--- src/hw/dpd_pkg.sv ---
// Purpose: shared constants for the panel scan and frame-buffer port
// Assumes: 16-bit banks of 256K words, 12-bit scan buses
// Notes: line and frame sizes are plain defaults for a small panel
package dpd_pkg;
   localparam int DATA_W = 16;
   localparam int ADDR_W = 10;
   localparam int WADDR_W = 18;
   localparam int SCAN_W = 12;
   localparam int ROW_LSB = 8;
   localparam int MODE_TFT_BIT = 0;
   localparam int MODE_24_BIT = 1;
   localparam logic [1:0] MODE_RESET = 2'h0;
   localparam logic [1:0] BE_BOTH = 2'h3;
   localparam logic [9:0] LINE_WORDS = 10'h028;
   localparam logic [9:0] HALF_LINES = 10'h0f0;
   localparam logic [17:0] FRAME_WORDS = 18'h02580;
   localparam logic [1:0] FIFO_DEPTH = 2'h2;
endpackage

--- src/hw/dpd_bank.sv ---
// Purpose: one EDO bank sequencer: row, column, precharge per request
// Assumes: step marks a pixel clock edge; each phase lasts one step
// Notes: pins come from flops computed from the next state
`timescale 1ns/1ps
module dpd_bank
   import dpd_pkg::*;
(
   input wire logic mclk, // system clock
   input wire logic reset_n, // synchronous reset
   input wire logic step, // pixel clock edge pulse
   input wire logic req_valid, // access request
   input wire logic req_write, // 1 write, 0 read
   input wire logic [WADDR_W-1:0] req_addr, // word address
   input wire logic [1:0] req_be, // byte lanes, bit 1 upper
   input wire logic [DATA_W-1:0] req_wdata, // write data
   output logic req_ready, // request taken this cycle
   output logic rd_valid, // read word pulse
   output logic [DATA_W-1:0] rd_data, // read word
   output logic [ADDR_W-1:0] dram_addr, // multiplexed address
   input wire logic [DATA_W-1:0] dram_dq_in, // data pins in
   output logic [DATA_W-1:0] dram_dq_out, // data pins out
   output logic dram_dq_oe_n, // low while driving data
   output logic row_strobe_n, // row strobe
   output logic hi_col_strobe_n, // upper byte column strobe
   output logic lo_col_strobe_n, // lower byte column strobe
   output logic out_en_n, // dram output enable
   output logic write_strobe_n // dram write enable
);
   typedef enum logic [1:0] {B_IDLE, B_ROW, B_COL, B_PRE} dpd_bank_state_t;
   dpd_bank_state_t state, next_state;
   logic [WADDR_W-1:0] addr_q, next_addr_q;
   logic wr_q, next_wr_q;
   logic [1:0] be_q, next_be_q;
   logic [DATA_W-1:0] next_dram_dq_out, next_rd_data;
   logic [DATA_W-1:0] dq_s1, dq_s2;
   logic next_rd_valid, next_row, next_hi, next_lo, next_oe, next_we, next_dq_oe_n;
   logic [ADDR_W-1:0] next_dram_addr;

   assign req_ready = (state == B_IDLE) && step;

   always_comb begin
      next_state = state;
      next_addr_q = addr_q;
      next_wr_q = wr_q;
      next_be_q = be_q;
      next_dram_dq_out = dram_dq_out;
      next_rd_data = rd_data;
      next_rd_valid = 1'b0;
      case (state)
         B_IDLE: begin
            if (req_valid && step) begin
               next_state = B_ROW;
               next_addr_q = req_addr;
               next_wr_q = req_write;
               next_be_q = req_be;
               next_dram_dq_out = req_wdata;
            end
         end
         B_ROW: begin
            if (step) begin
               next_state = B_COL;
            end
         end
         B_COL: begin
            if (step) begin
               next_state = B_PRE;
               if (!wr_q) begin
                  next_rd_data = dq_s2;
                  next_rd_valid = 1'b1;
               end
            end
         end
         B_PRE: begin
            if (step) begin
               next_state = B_IDLE;
            end
         end
         default: next_state = B_IDLE;
      endcase
      next_row = !((next_state == B_ROW) || (next_state == B_COL));
      next_dram_addr = (next_state == B_ROW) ? next_addr_q[WADDR_W-1:ROW_LSB] :
         {2'h0, next_addr_q[ROW_LSB-1:0]};
      next_hi = !((next_state == B_COL) && next_be_q[1]);
      next_lo = !((next_state == B_COL) && next_be_q[0]);
      next_oe = !((next_state == B_COL) && !next_wr_q);
      next_we = !((next_state == B_COL) && next_wr_q);
      next_dq_oe_n = !((next_state == B_COL) && next_wr_q);
   end

   always_ff @(posedge mclk) begin
      dq_s1 <= dram_dq_in;
      dq_s2 <= dq_s1;
      if (!reset_n) begin
         state <= B_IDLE;
         addr_q <= '0;
         wr_q <= 1'b0;
         be_q <= 2'h0;
         dram_dq_out <= '0;
         rd_data <= '0;
         rd_valid <= 1'b0;
         dram_addr <= '0;
         row_strobe_n <= 1'b1;
         hi_col_strobe_n <= 1'b1;
         lo_col_strobe_n <= 1'b1;
         out_en_n <= 1'b1;
         write_strobe_n <= 1'b1;
         dram_dq_oe_n <= 1'b1;
      end else begin
         state <= next_state;
         addr_q <= next_addr_q;
         wr_q <= next_wr_q;
         be_q <= next_be_q;
         dram_dq_out <= next_dram_dq_out;
         rd_data <= next_rd_data;
         rd_valid <= next_rd_valid;
         dram_addr <= next_dram_addr;
         row_strobe_n <= next_row;
         hi_col_strobe_n <= next_hi;
         lo_col_strobe_n <= next_lo;
         out_en_n <= next_oe;
         write_strobe_n <= next_we;
         dram_dq_oe_n <= next_dq_oe_n;
      end
   end
endmodule

--- src/hw/dstn_panel_and_dram_port.sv ---
// Purpose: panel scan output and dual-bank frame-buffer read/write port
// Assumes: pixel_input_clock slower than mclk/4, mode_select quasi-static
// Notes: writes take priority over display fetch; fetch stalls the scan
`timescale 1ns/1ps
module dstn_panel_and_dram_port
   import dpd_pkg::*;
(
   input wire logic mclk, // system clock
   input wire logic reset_n, // synchronous reset, active low
   input wire logic pixel_input_clock, // pixel clock pin
   input wire logic power_request_in, // panel voltage request
   input wire logic control_request_in, // panel control request
   input wire logic [1:0] mode_select, // scan format select
   input wire logic wr_valid, // frame-buffer write request
   output logic wr_ready, // write taken
   input wire logic wr_bank, // 0 bank a, 1 bank b
   input wire logic [WADDR_W-1:0] wr_addr, // write word address
   input wire logic [1:0] wr_be, // write byte lanes
   input wire logic [DATA_W-1:0] wr_data, // write word
   output logic line_latch_pulse, // line end pulse
   output logic panel_shift_clock, // panel data clock
   output logic frame_start_marker, // frame end pulse
   output logic [SCAN_W-1:0] upper_half_data, // upper half scan data
   output logic [SCAN_W-1:0] lower_half_data, // lower half scan data
   output logic panel_disable_n, // low disables the panel
   output logic panel_power_enable, // panel supply switch
   output logic panel_contrast_enable, // contrast bias switch
   output logic [ADDR_W-1:0] bank_a_addr, // bank a address
   input wire logic [DATA_W-1:0] bank_a_data_in, // bank a data in
   output logic [DATA_W-1:0] bank_a_data_out, // bank a data out
   output logic bank_a_data_oe_n, // bank a drive enable, low drives
   output logic bank_a_row_strobe_n, // bank a row strobe
   output logic bank_a_hi_col_strobe_n, // bank a upper column strobe
   output logic bank_a_lo_col_strobe_n, // bank a lower column strobe
   output logic bank_a_out_en_n, // bank a output enable
   output logic bank_a_write_strobe_n, // bank a write enable
   output logic [ADDR_W-1:0] bank_b_addr, // bank b address
   input wire logic [DATA_W-1:0] bank_b_data_in, // bank b data in
   output logic [DATA_W-1:0] bank_b_data_out, // bank b data out
   output logic bank_b_data_oe_n, // bank b drive enable, low drives
   output logic bank_b_row_strobe_n, // bank b row strobe
   output logic bank_b_hi_col_strobe_n, // bank b upper column strobe
   output logic bank_b_lo_col_strobe_n, // bank b lower column strobe
   output logic bank_b_out_en_n, // bank b output enable
   output logic bank_b_write_strobe_n // bank b write enable
);
   typedef enum logic {F_IDLE, F_READ} dpd_fetch_state_t;
   typedef enum logic [2:0] {P_OFF, P_DATA, P_SHIFT, P_LATCH, P_END} dpd_panel_state_t;

   function automatic logic [SCAN_W-1:0] dpd_fmt(input logic [1:0] m, input logic [DATA_W-1:0] w);
      if (m[MODE_TFT_BIT]) begin
         dpd_fmt = {4'h0, w[7:0]};
      end else if (m[MODE_24_BIT]) begin
         dpd_fmt = w[SCAN_W-1:0];
      end else begin
         dpd_fmt = {4'h0, w[7:0]};
      end
   endfunction

   logic pclk_s1, pclk_s2, pclk_s3, pwr_s1, pwr_s2, ctl_s1, ctl_s2, step;
   logic [1:0] mode_s1, mode_s2, mode;
   // sync chains and edge finder
   always_ff @(posedge mclk) begin
      pclk_s1 <= pixel_input_clock;
      pclk_s2 <= pclk_s1;
      // no reset here: a pin held high at release must not look like an edge
      pclk_s3 <= pclk_s2;
      pwr_s1 <= power_request_in;
      ctl_s1 <= control_request_in;
      mode_s1 <= mode_select;
      if (!reset_n) begin
         pwr_s2 <= 1'b0;
         ctl_s2 <= 1'b0;
         mode_s2 <= MODE_RESET;
         mode <= MODE_RESET;
      end else begin
         pwr_s2 <= pwr_s1;
         ctl_s2 <= ctl_s1;
         mode_s2 <= mode_s1;
         mode <= mode_s2;
      end
   end
   assign step = pclk_s2 && !pclk_s3;

   // panel enables follow the controller's requests
   always_ff @(posedge mclk) begin
      if (!reset_n) begin
         panel_power_enable <= 1'b0;
         panel_contrast_enable <= 1'b0;
         panel_disable_n <= 1'b0;
      end else begin
         panel_power_enable <= pwr_s2;
         panel_contrast_enable <= pwr_s2 && ctl_s2;
         panel_disable_n <= pwr_s2 && ctl_s2;
      end
   end

   // fetch: read one word from each bank, push the pair
   dpd_fetch_state_t fstate, next_fstate;
   logic [WADDR_W-1:0] faddr, next_faddr;
   logic a_sent, b_sent, got_a, got_b, next_a_sent, next_b_sent, next_got_a, next_got_b;
   logic [DATA_W-1:0] word_a, word_b, next_word_a, next_word_b;
   logic a_valid, a_ready, b_valid, b_ready, a_rd, b_rd, a_write, b_write;
   logic [DATA_W-1:0] a_rdata, b_rdata;
   logic in_valid, in_ready, out_valid, out_ready;
   logic [2*DATA_W-1:0] fifo_d0, fifo_d1, next_d0, next_d1;
   logic [1:0] fifo_cnt, next_cnt;

   assign a_write = (fstate == F_IDLE) && wr_valid && !wr_bank;
   assign b_write = (fstate == F_IDLE) && wr_valid && wr_bank;
   assign a_valid = a_write || ((fstate == F_READ) && !a_sent);
   assign b_valid = b_write || ((fstate == F_READ) && !b_sent);
   assign wr_ready = wr_bank ? (b_write && b_ready) : (a_write && a_ready);
   assign in_valid = (fstate == F_READ) && got_a && got_b;
   assign in_ready = fifo_cnt != FIFO_DEPTH;
   assign out_valid = fifo_cnt != 2'h0;

   always_comb begin
      next_fstate = fstate;
      next_faddr = faddr;
      next_a_sent = a_sent || (a_valid && a_ready && !a_write);
      next_b_sent = b_sent || (b_valid && b_ready && !b_write);
      next_got_a = got_a || a_rd;
      next_got_b = got_b || b_rd;
      next_word_a = a_rd ? a_rdata : word_a;
      next_word_b = b_rd ? b_rdata : word_b;
      case (fstate)
         F_IDLE: begin
            next_a_sent = 1'b0;
            next_b_sent = 1'b0;
            next_got_a = 1'b0;
            next_got_b = 1'b0;
            if (!wr_valid && in_ready && ctl_s2) begin
               next_fstate = F_READ;
            end
         end
         F_READ: begin
            if (in_valid && in_ready) begin
               next_fstate = F_IDLE;
               next_faddr = (faddr == FRAME_WORDS - 18'h00001) ? 18'h00000 : faddr + 18'h00001;
            end
         end
         default: next_fstate = F_IDLE;
      endcase
   end

   always_ff @(posedge mclk) begin
      if (!reset_n) begin
         fstate <= F_IDLE;
         faddr <= '0;
         a_sent <= 1'b0;
         b_sent <= 1'b0;
         got_a <= 1'b0;
         got_b <= 1'b0;
         word_a <= '0;
         word_b <= '0;
      end else begin
         fstate <= next_fstate;
         faddr <= next_faddr;
         a_sent <= next_a_sent;
         b_sent <= next_b_sent;
         got_a <= next_got_a;
         got_b <= next_got_b;
         word_a <= next_word_a;
         word_b <= next_word_b;
      end
   end

   // banks run on their own sequencers
   dpd_bank u_bank_a (
      .mclk(mclk), .reset_n(reset_n), .step(step), .req_valid(a_valid), .req_write(a_write),
      .req_addr(a_write ? wr_addr : faddr), .req_be(a_write ? wr_be : BE_BOTH), .req_wdata(wr_data),
      .req_ready(a_ready), .rd_valid(a_rd), .rd_data(a_rdata), .dram_addr(bank_a_addr),
      .dram_dq_in(bank_a_data_in), .dram_dq_out(bank_a_data_out), .dram_dq_oe_n(bank_a_data_oe_n),
      .row_strobe_n(bank_a_row_strobe_n), .hi_col_strobe_n(bank_a_hi_col_strobe_n),
      .lo_col_strobe_n(bank_a_lo_col_strobe_n), .out_en_n(bank_a_out_en_n),
      .write_strobe_n(bank_a_write_strobe_n));
   dpd_bank u_bank_b (
      .mclk(mclk), .reset_n(reset_n), .step(step), .req_valid(b_valid), .req_write(b_write),
      .req_addr(b_write ? wr_addr : faddr), .req_be(b_write ? wr_be : BE_BOTH), .req_wdata(wr_data),
      .req_ready(b_ready), .rd_valid(b_rd), .rd_data(b_rdata), .dram_addr(bank_b_addr),
      .dram_dq_in(bank_b_data_in), .dram_dq_out(bank_b_data_out), .dram_dq_oe_n(bank_b_data_oe_n),
      .row_strobe_n(bank_b_row_strobe_n), .hi_col_strobe_n(bank_b_hi_col_strobe_n),
      .lo_col_strobe_n(bank_b_lo_col_strobe_n), .out_en_n(bank_b_out_en_n),
      .write_strobe_n(bank_b_write_strobe_n));

   // two-entry buffer between fetch and scan
   always_comb begin
      next_d0 = fifo_d0;
      next_d1 = fifo_d1;
      next_cnt = fifo_cnt;
      case ({in_valid && in_ready, out_valid && out_ready})
         2'h2: begin
            if (fifo_cnt == 2'h0) begin
               next_d0 = {word_a, word_b};
            end else begin
               next_d1 = {word_a, word_b};
            end
            next_cnt = fifo_cnt + 2'h1;
         end
         2'h1: begin
            next_d0 = fifo_d1;
            next_cnt = fifo_cnt - 2'h1;
         end
         2'h3: begin
            next_d0 = (fifo_cnt == 2'h1) ? {word_a, word_b} : fifo_d1;
            next_d1 = {word_a, word_b};
         end
         default: next_cnt = fifo_cnt;
      endcase
   end

   always_ff @(posedge mclk) begin
      if (!reset_n) begin
         fifo_d0 <= '0;
         fifo_d1 <= '0;
         fifo_cnt <= 2'h0;
      end else begin
         fifo_d0 <= next_d0;
         fifo_d1 <= next_d1;
         fifo_cnt <= next_cnt;
      end
   end

   // panel scan: data, shift high, repeat; latch at line end
   dpd_panel_state_t pstate, next_pstate;
   logic [9:0] h_cnt, v_cnt, next_h, next_v;
   logic next_shift, next_latch, next_flm;
   logic [SCAN_W-1:0] next_upper, next_lower;

   assign out_ready = (pstate == P_DATA) && step;

   always_comb begin
      next_pstate = pstate;
      next_h = h_cnt;
      next_v = v_cnt;
      next_shift = panel_shift_clock;
      next_latch = line_latch_pulse;
      next_flm = frame_start_marker;
      next_upper = upper_half_data;
      next_lower = lower_half_data;
      if (step) begin
         case (pstate)
            P_OFF: begin
               next_h = 10'h000;
               next_v = 10'h000;
               if (ctl_s2) begin
                  next_pstate = P_DATA;
               end
            end
            P_DATA: begin
               next_shift = 1'b0;
               if (out_valid) begin
                  next_upper = dpd_fmt(mode, fifo_d0[2*DATA_W-1:DATA_W]);
                  next_lower = dpd_fmt(mode, fifo_d0[DATA_W-1:0]);
                  next_pstate = P_SHIFT;
               end
            end
            P_SHIFT: begin
               next_shift = 1'b1;
               next_h = (h_cnt == LINE_WORDS - 10'h001) ? 10'h000 : h_cnt + 10'h001;
               next_pstate = (h_cnt == LINE_WORDS - 10'h001) ? P_LATCH : P_DATA;
            end
            P_LATCH: begin
               next_shift = 1'b0;
               next_latch = 1'b1;
               next_flm = (v_cnt == HALF_LINES - 10'h001);
               next_upper = '0;
               next_lower = '0;
               next_v = (v_cnt == HALF_LINES - 10'h001) ? 10'h000 : v_cnt + 10'h001;
               next_pstate = P_END;
            end
            P_END: begin
               next_latch = 1'b0;
               next_flm = 1'b0;
               next_pstate = ctl_s2 ? P_DATA : P_OFF;
            end
            default: next_pstate = P_OFF;
         endcase
      end
   end

   always_ff @(posedge mclk) begin
      if (!reset_n) begin
         pstate <= P_OFF;
         h_cnt <= 10'h000;
         v_cnt <= 10'h000;
         panel_shift_clock <= 1'b0;
         line_latch_pulse <= 1'b0;
         frame_start_marker <= 1'b0;
         upper_half_data <= '0;
         lower_half_data <= '0;
      end else begin
         pstate <= next_pstate;
         h_cnt <= next_h;
         v_cnt <= next_v;
         panel_shift_clock <= next_shift;
         line_latch_pulse <= next_latch;
         frame_start_marker <= next_flm;
         upper_half_data <= next_upper;
         lower_half_data <= next_lower;
      end
   end
endmodule

--- config.mk ---
export PLATFORM = sky130hd
export DESIGN_NAME = dstn_panel_and_dram_port
export DESIGN_NICKNAME = d
export VERILOG_FILES = /design/src/hw/dpd_pkg.sv /design/src/hw/dpd_bank.sv /design/src/hw/dstn_panel_and_dram_port.sv
export SDC_FILE = /design/constraint.sdc
export NUM_CORES = 1
export LEC_CHECK = 0
export BUFFER_PORTS_ARGS = -buffer_cell sky130_fd_sc_hd__buf_2
export CAP_MARGIN = 20
export CORE_ASPECT_RATIO = 1.2
export CORE_MARGIN = 2
export CORE_UTILIZATION = 30
export DETAILED_ROUTE_END_ITERATION = 10
export SYNTH_ARGS = -nofsm -noshare
export SYNTH_HDL_FRONTEND = slang
export SYNTH_SLANG_ARGS = --single-unit
export TNS_END_PERCENT = 100
--- constraint.sdc ---
create_clock -name mclk -period 3.24 [get_ports mclk]
set_input_delay 0.162 -clock mclk [delete_from_list [all_inputs] [get_ports mclk]]
set_output_delay 0.162 -clock mclk [all_outputs]
set_load 0.01 [all_outputs]
==> results.sh <==
export IMPL_hold_end="u_bank_b.addr_q[0]$_SDFF_PN0_"
export IMPL_nFillCells=4124
export IMPL_max_stage_delay_ns=0.58
export IMPL_ys_seq_elements=344
export IMPL_seqCellArea_sq_um=6887
export IMPL_grt_pass1_vias=9514
export IMPL_rrSetupSlack_ns=0.48
export IMPL_critPathArrivalTime_ns=3.23
export IMPL_cp_max_fo=24
export IMPL_syn_nets=1391
export IMPL_synth_top_cell_area_share_pct=55.41
export IMPL_final_hold_violation_count=0
export IMPL_cpMostUsedCell="ha_1"
export IMPL_power_density_nw_per_um2=581.7
export IMPL_finalCritPeriodShare_pct=85.15
export IMPL_numCtsBuffers=37
export IMPL_max_freq_mhz=362.4
export IMPL_synth_area_leaders="dfxtp_1 55%, mux2i_1 5.9%, nand2_1 5.3%"
export IMPL_synth_edf_count=0
export IMPL_clockBufferDepth=3
export IMPL_antenna_found_initial=1
export IMPL_cts_reportedPaths_clkPinSlew_ns=0.06
export IMPL_rr_endpoint="fifo_d0[11]$_SDFFE_PN0P_"
export IMPL_min_from="wr_addr[0]"
export IMPL_drt_iter0_markers=499
export IMPL_dieArea_sq_um=43080
export IMPL_synth_cell_area_sq_um=12430
export IMPL_cts_tree="done"
export IMPL_grt_overflow=0
export IMPL_cts_resized=0
export IMPL_detailed_place_hpwl_um=20530
export IMPL_rsz0062_at_grt="false"
export IMPL_postCtsSetupBuffers=0
export IMPL_max_cap_violations=0
export IMPL_syn_area_per_cell_sq_um=9.553
export IMPL_worst_r2r_cell_count=10
export IMPL_end_kind="flop"
export IMPL_worstPathRequired_ns=3.71
export IMPL_die_width_um=189.8
export IMPL_port_buffers=163
export IMPL_min_path_type="in -> reg"
export IMPL_start_util_pct=30.43
export IMPL_layout_drive_gt1_share_pct=17.62
export IMPL_worstReg2RegStart="fifo_cnt[0]$_SDFFE_PN0P_"
export IMPL_min_period_ns=2.759
export IMPL_synthArstFlopShare_pct=0
export IMPL_leakage_uw=0.006102
export IMPL_whs_path_depth=4
export IMPL_synth_main_ff_cell="dfxtp_1"
export IMPL_final_common_cell="dfxtp_1"
export IMPL_cts_root_buf="clkbuf_16"
export IMPL_clock_latency_ns=0.54
export IMPL_place_congestion=0.7939
export IMPL_syn_inst=1301
export IMPL_nNetsFinal=1578
export IMPL_route_antenna_remaining_nets=0
export IMPL_worstMarginPinSlew_ns=0.9893
export IMPL_critical_path_cell_chain="inv_1 -> ha_1 -> nor4b_2 -> nand2_1 -> clkinv_1 -> ha_1 -> nor2b_1 -> o211a_2 -> a221oi_1 -> nor2_1"
export IMPL_routed_wl_um=31210
export IMPL_worstSetupStartpointType="flop"
export IMPL_drtPass1Iterations=5
export IMPL_syn2layout_area_growth_pct=24.49
export IMPL_path_buf_inv=2
export IMPL_clock_sinks=344
export IMPL_grt_max_degree=88
export IMPL_crit_type="reg -> reg"
export IMPL_ys_warn_count=0
export IMPL_vias=9856
export IMPL_outcome="complete, no violations"
export IMPL_multi_input_area_sq_um=5124
export IMPL_diodes=0
export IMPL_yosysUniqueCellTypes=68
export IMPL_rows=81
export IMPL_core_area_sq_um=40840
export IMPL_boundaryPins=172
export IMPL_wl_per_cell_um=15.20
export IMPL_fin_skew_ns=0.01464
export IMPL_crit_slowest_cell="o211a_2"
export IMPL_cts_hold_buf=48
export IMPL_ys_seq_area_share_pct=55.41
export IMPL_finalMaxSlewViolations=0
export IMPL_finalSetupViolations=0
export IMPL_final_cell_mix="344 x dfxtp_1, 174 x nand2_1, 163 x buf_2"
export IMPL_gr_usage_all_layers_pct=14.33
export IMPL_peakVddDrop_mv=0.3998
export IMPL_die_h_um=227.0
export IMPL_crit_family="simple AND/OR/NAND/NOR gates"
export IMPL_grt_pass1_wl_um=50030
export IMPL_holdWs_ns=0.03835
export IMPL_cts_max_level=2
export IMPL_drc=0
export IMPL_fin_setup_tns_ns=0
export IMPL_via_per_inst=4.798
export IMPL_yosys_area_top_type="dfxtp_1"
export IMPL_slew_headroom_pct=34.04
[worst max-delay path by stage]
| stage | endpoint | cells past startpoint | slack [ns] | startpoint |
|---|---|---|---|---|
| floorplan | fifo_d0[26]$_SDFFE_PN0P_ | 11 | 0.97 | fifo_cnt[0]$_SDFFE_PN0P_ |
| global placement | fifo_d0[1]$_SDFFE_PN0P_ | 10 | 0.67 | fifo_cnt[0]$_SDFFE_PN0P_ |
| detailed placement | fifo_d0[19]$_SDFFE_PN0P_ | 10 | 0.51 | fifo_cnt[0]$_SDFFE_PN0P_ |
| CTS | fifo_d0[11]$_SDFFE_PN0P_ | 10 | 0.48 | fifo_cnt[0]$_SDFFE_PN0P_ |
| global route | fifo_d0[17]$_SDFFE_PN0P_ | 10 | 0.14 | fifo_cnt[0]$_SDFFE_PN0P_ |
| finish | fifo_d0[11]$_SDFFE_PN0P_ | 10 | 0.48 | fifo_cnt[0]$_SDFFE_PN0P_ |
[state kept, by name, summed over array words and instances (netlist names), 3 cells and up]
signal and flops:
fifo_d0 24, u_bank_a.addr_q 18, u_bank_b.dq_s1 12, u_bank_b.addr_q 18
pstate 3, faddr 18, upper_half_data 12, u_bank_b.dq_s2 12
u_bank_b.dram_dq_out 16, u_bank_a.rd_data 12, h_cnt 10, v_cnt 10
word_b 12, word_a 12, u_bank_b.rd_data 12, u_bank_a.dram_addr 10
u_bank_b.dram_addr 10, lower_half_data 12, u_bank_a.dram_dq_out 16, fifo_d1 24
u_bank_a.dq_s2 12, u_bank_a.dq_s1 12
[Yosys cell counts (all sizes together), types with 5 or more instances]
| library cell | n |
|---|---|
| mux2i | 73 |
| ha | 13 |
| clkbuf | 57 |
| nand3 | 47 |
| o21ai | 41 |
| nand2 | 174 |
| nor2 | 153 |
| xor2 | 12 |
| or4 | 7 |
| nand2b | 9 |
| nor4b | 5 |
| inv | 16 |
| a221oi | 25 |
| buf | 30 |
| nor3 | 6 |
| nand3b | 6 |
| xnor2 | 10 |
| o31ai | 5 |
| and2 | 14 |
| nor4 | 8 |
| or3 | 8 |
| o22ai | 29 |
| dfxtp | 344 |
| a21oi | 102 |
| o2bb2ai | 12 |
| mux2 | 25 |
| nand4 | 13 |
| a31oi | 5 |
[per-stage QoR]
stage                     power [uW]  util, %  std cells  area [sq um]  setup slack, ns
final                           9000    37.88       2054         15470           0.4810
after global routing            9361    37.88       2054         15470           0.1412
after CTS                       9150    37.88       2054         15470           0.4791
after detailed placement        4783    33.69       1940         13760           0.5147
after global placement          4778    33.69       1940         13760           0.6675
after floorplan                 4630        -       1301         12430           0.9697
[where the power goes]
group          internal (uW)  total [uW]  switching [uW]
clock network           2520        4270            1750
logic                    167         392             225
registers               4310        4340            33.2
total                   6990        9000            2010
[logic make-up (layout without fill, tap and decap cells)]
| logic type | Yosys count | after routing | synth area share, % |
|---|---|---|---|
| adder cells (fa/ha/maj) | 13 | 13 | 1.309 |
| buffers and inverters | 104 | 318 | 3.544 |
| multiplexers | 98 | 98 | 8.145 |
| AO/OA/AOI/OAI | 245 | 245 | 12.21 |
| XOR/XNOR | 22 | 22 | 1.611 |
| flip-flops | 344 | 344 | 55.41 |
| AND/OR/NAND/NOR | 475 | 475 | 17.77 |
[worst reg2reg max path, delay by kind of cell, from the launching register on]
| family | cells | cell delay (ns) |
|---|---|---|
| adders and majority gates | 2 | 0.46 |
| AOI/OAI and AO/OA | 2 | 0.77 |
| DFF | 1 | 0.36 |
| and+or+nand+nor | 4 | 0.92 |
| buffers and inverters | 2 | 0.17 |
[layout make-up]
cell class / instances / area share, %
clock buffers: 53 / 6.760
clock inverters: 13 / 1.205
flip-flops and latches: 344 / 44.51
multi-input cells: 853 / 33.12
well taps: 539 / 4.359
repair buffers: 235 / 9.623
inverters: 17 / 0.4286
[per-layer routing]
metal / GRT usage [%] / up-vias / share of wire, %
met4: 5.351 / 2 / 3.2
met1: 17.69 / 4643 / 44
met2: 24.62 / 240 / 48
met3: 2.991 / 63 / 5.2
li1: - / 4908 / -
met5: 0 / - / 0.058
No activity file was read; power rests on OpenSTA's default activity.
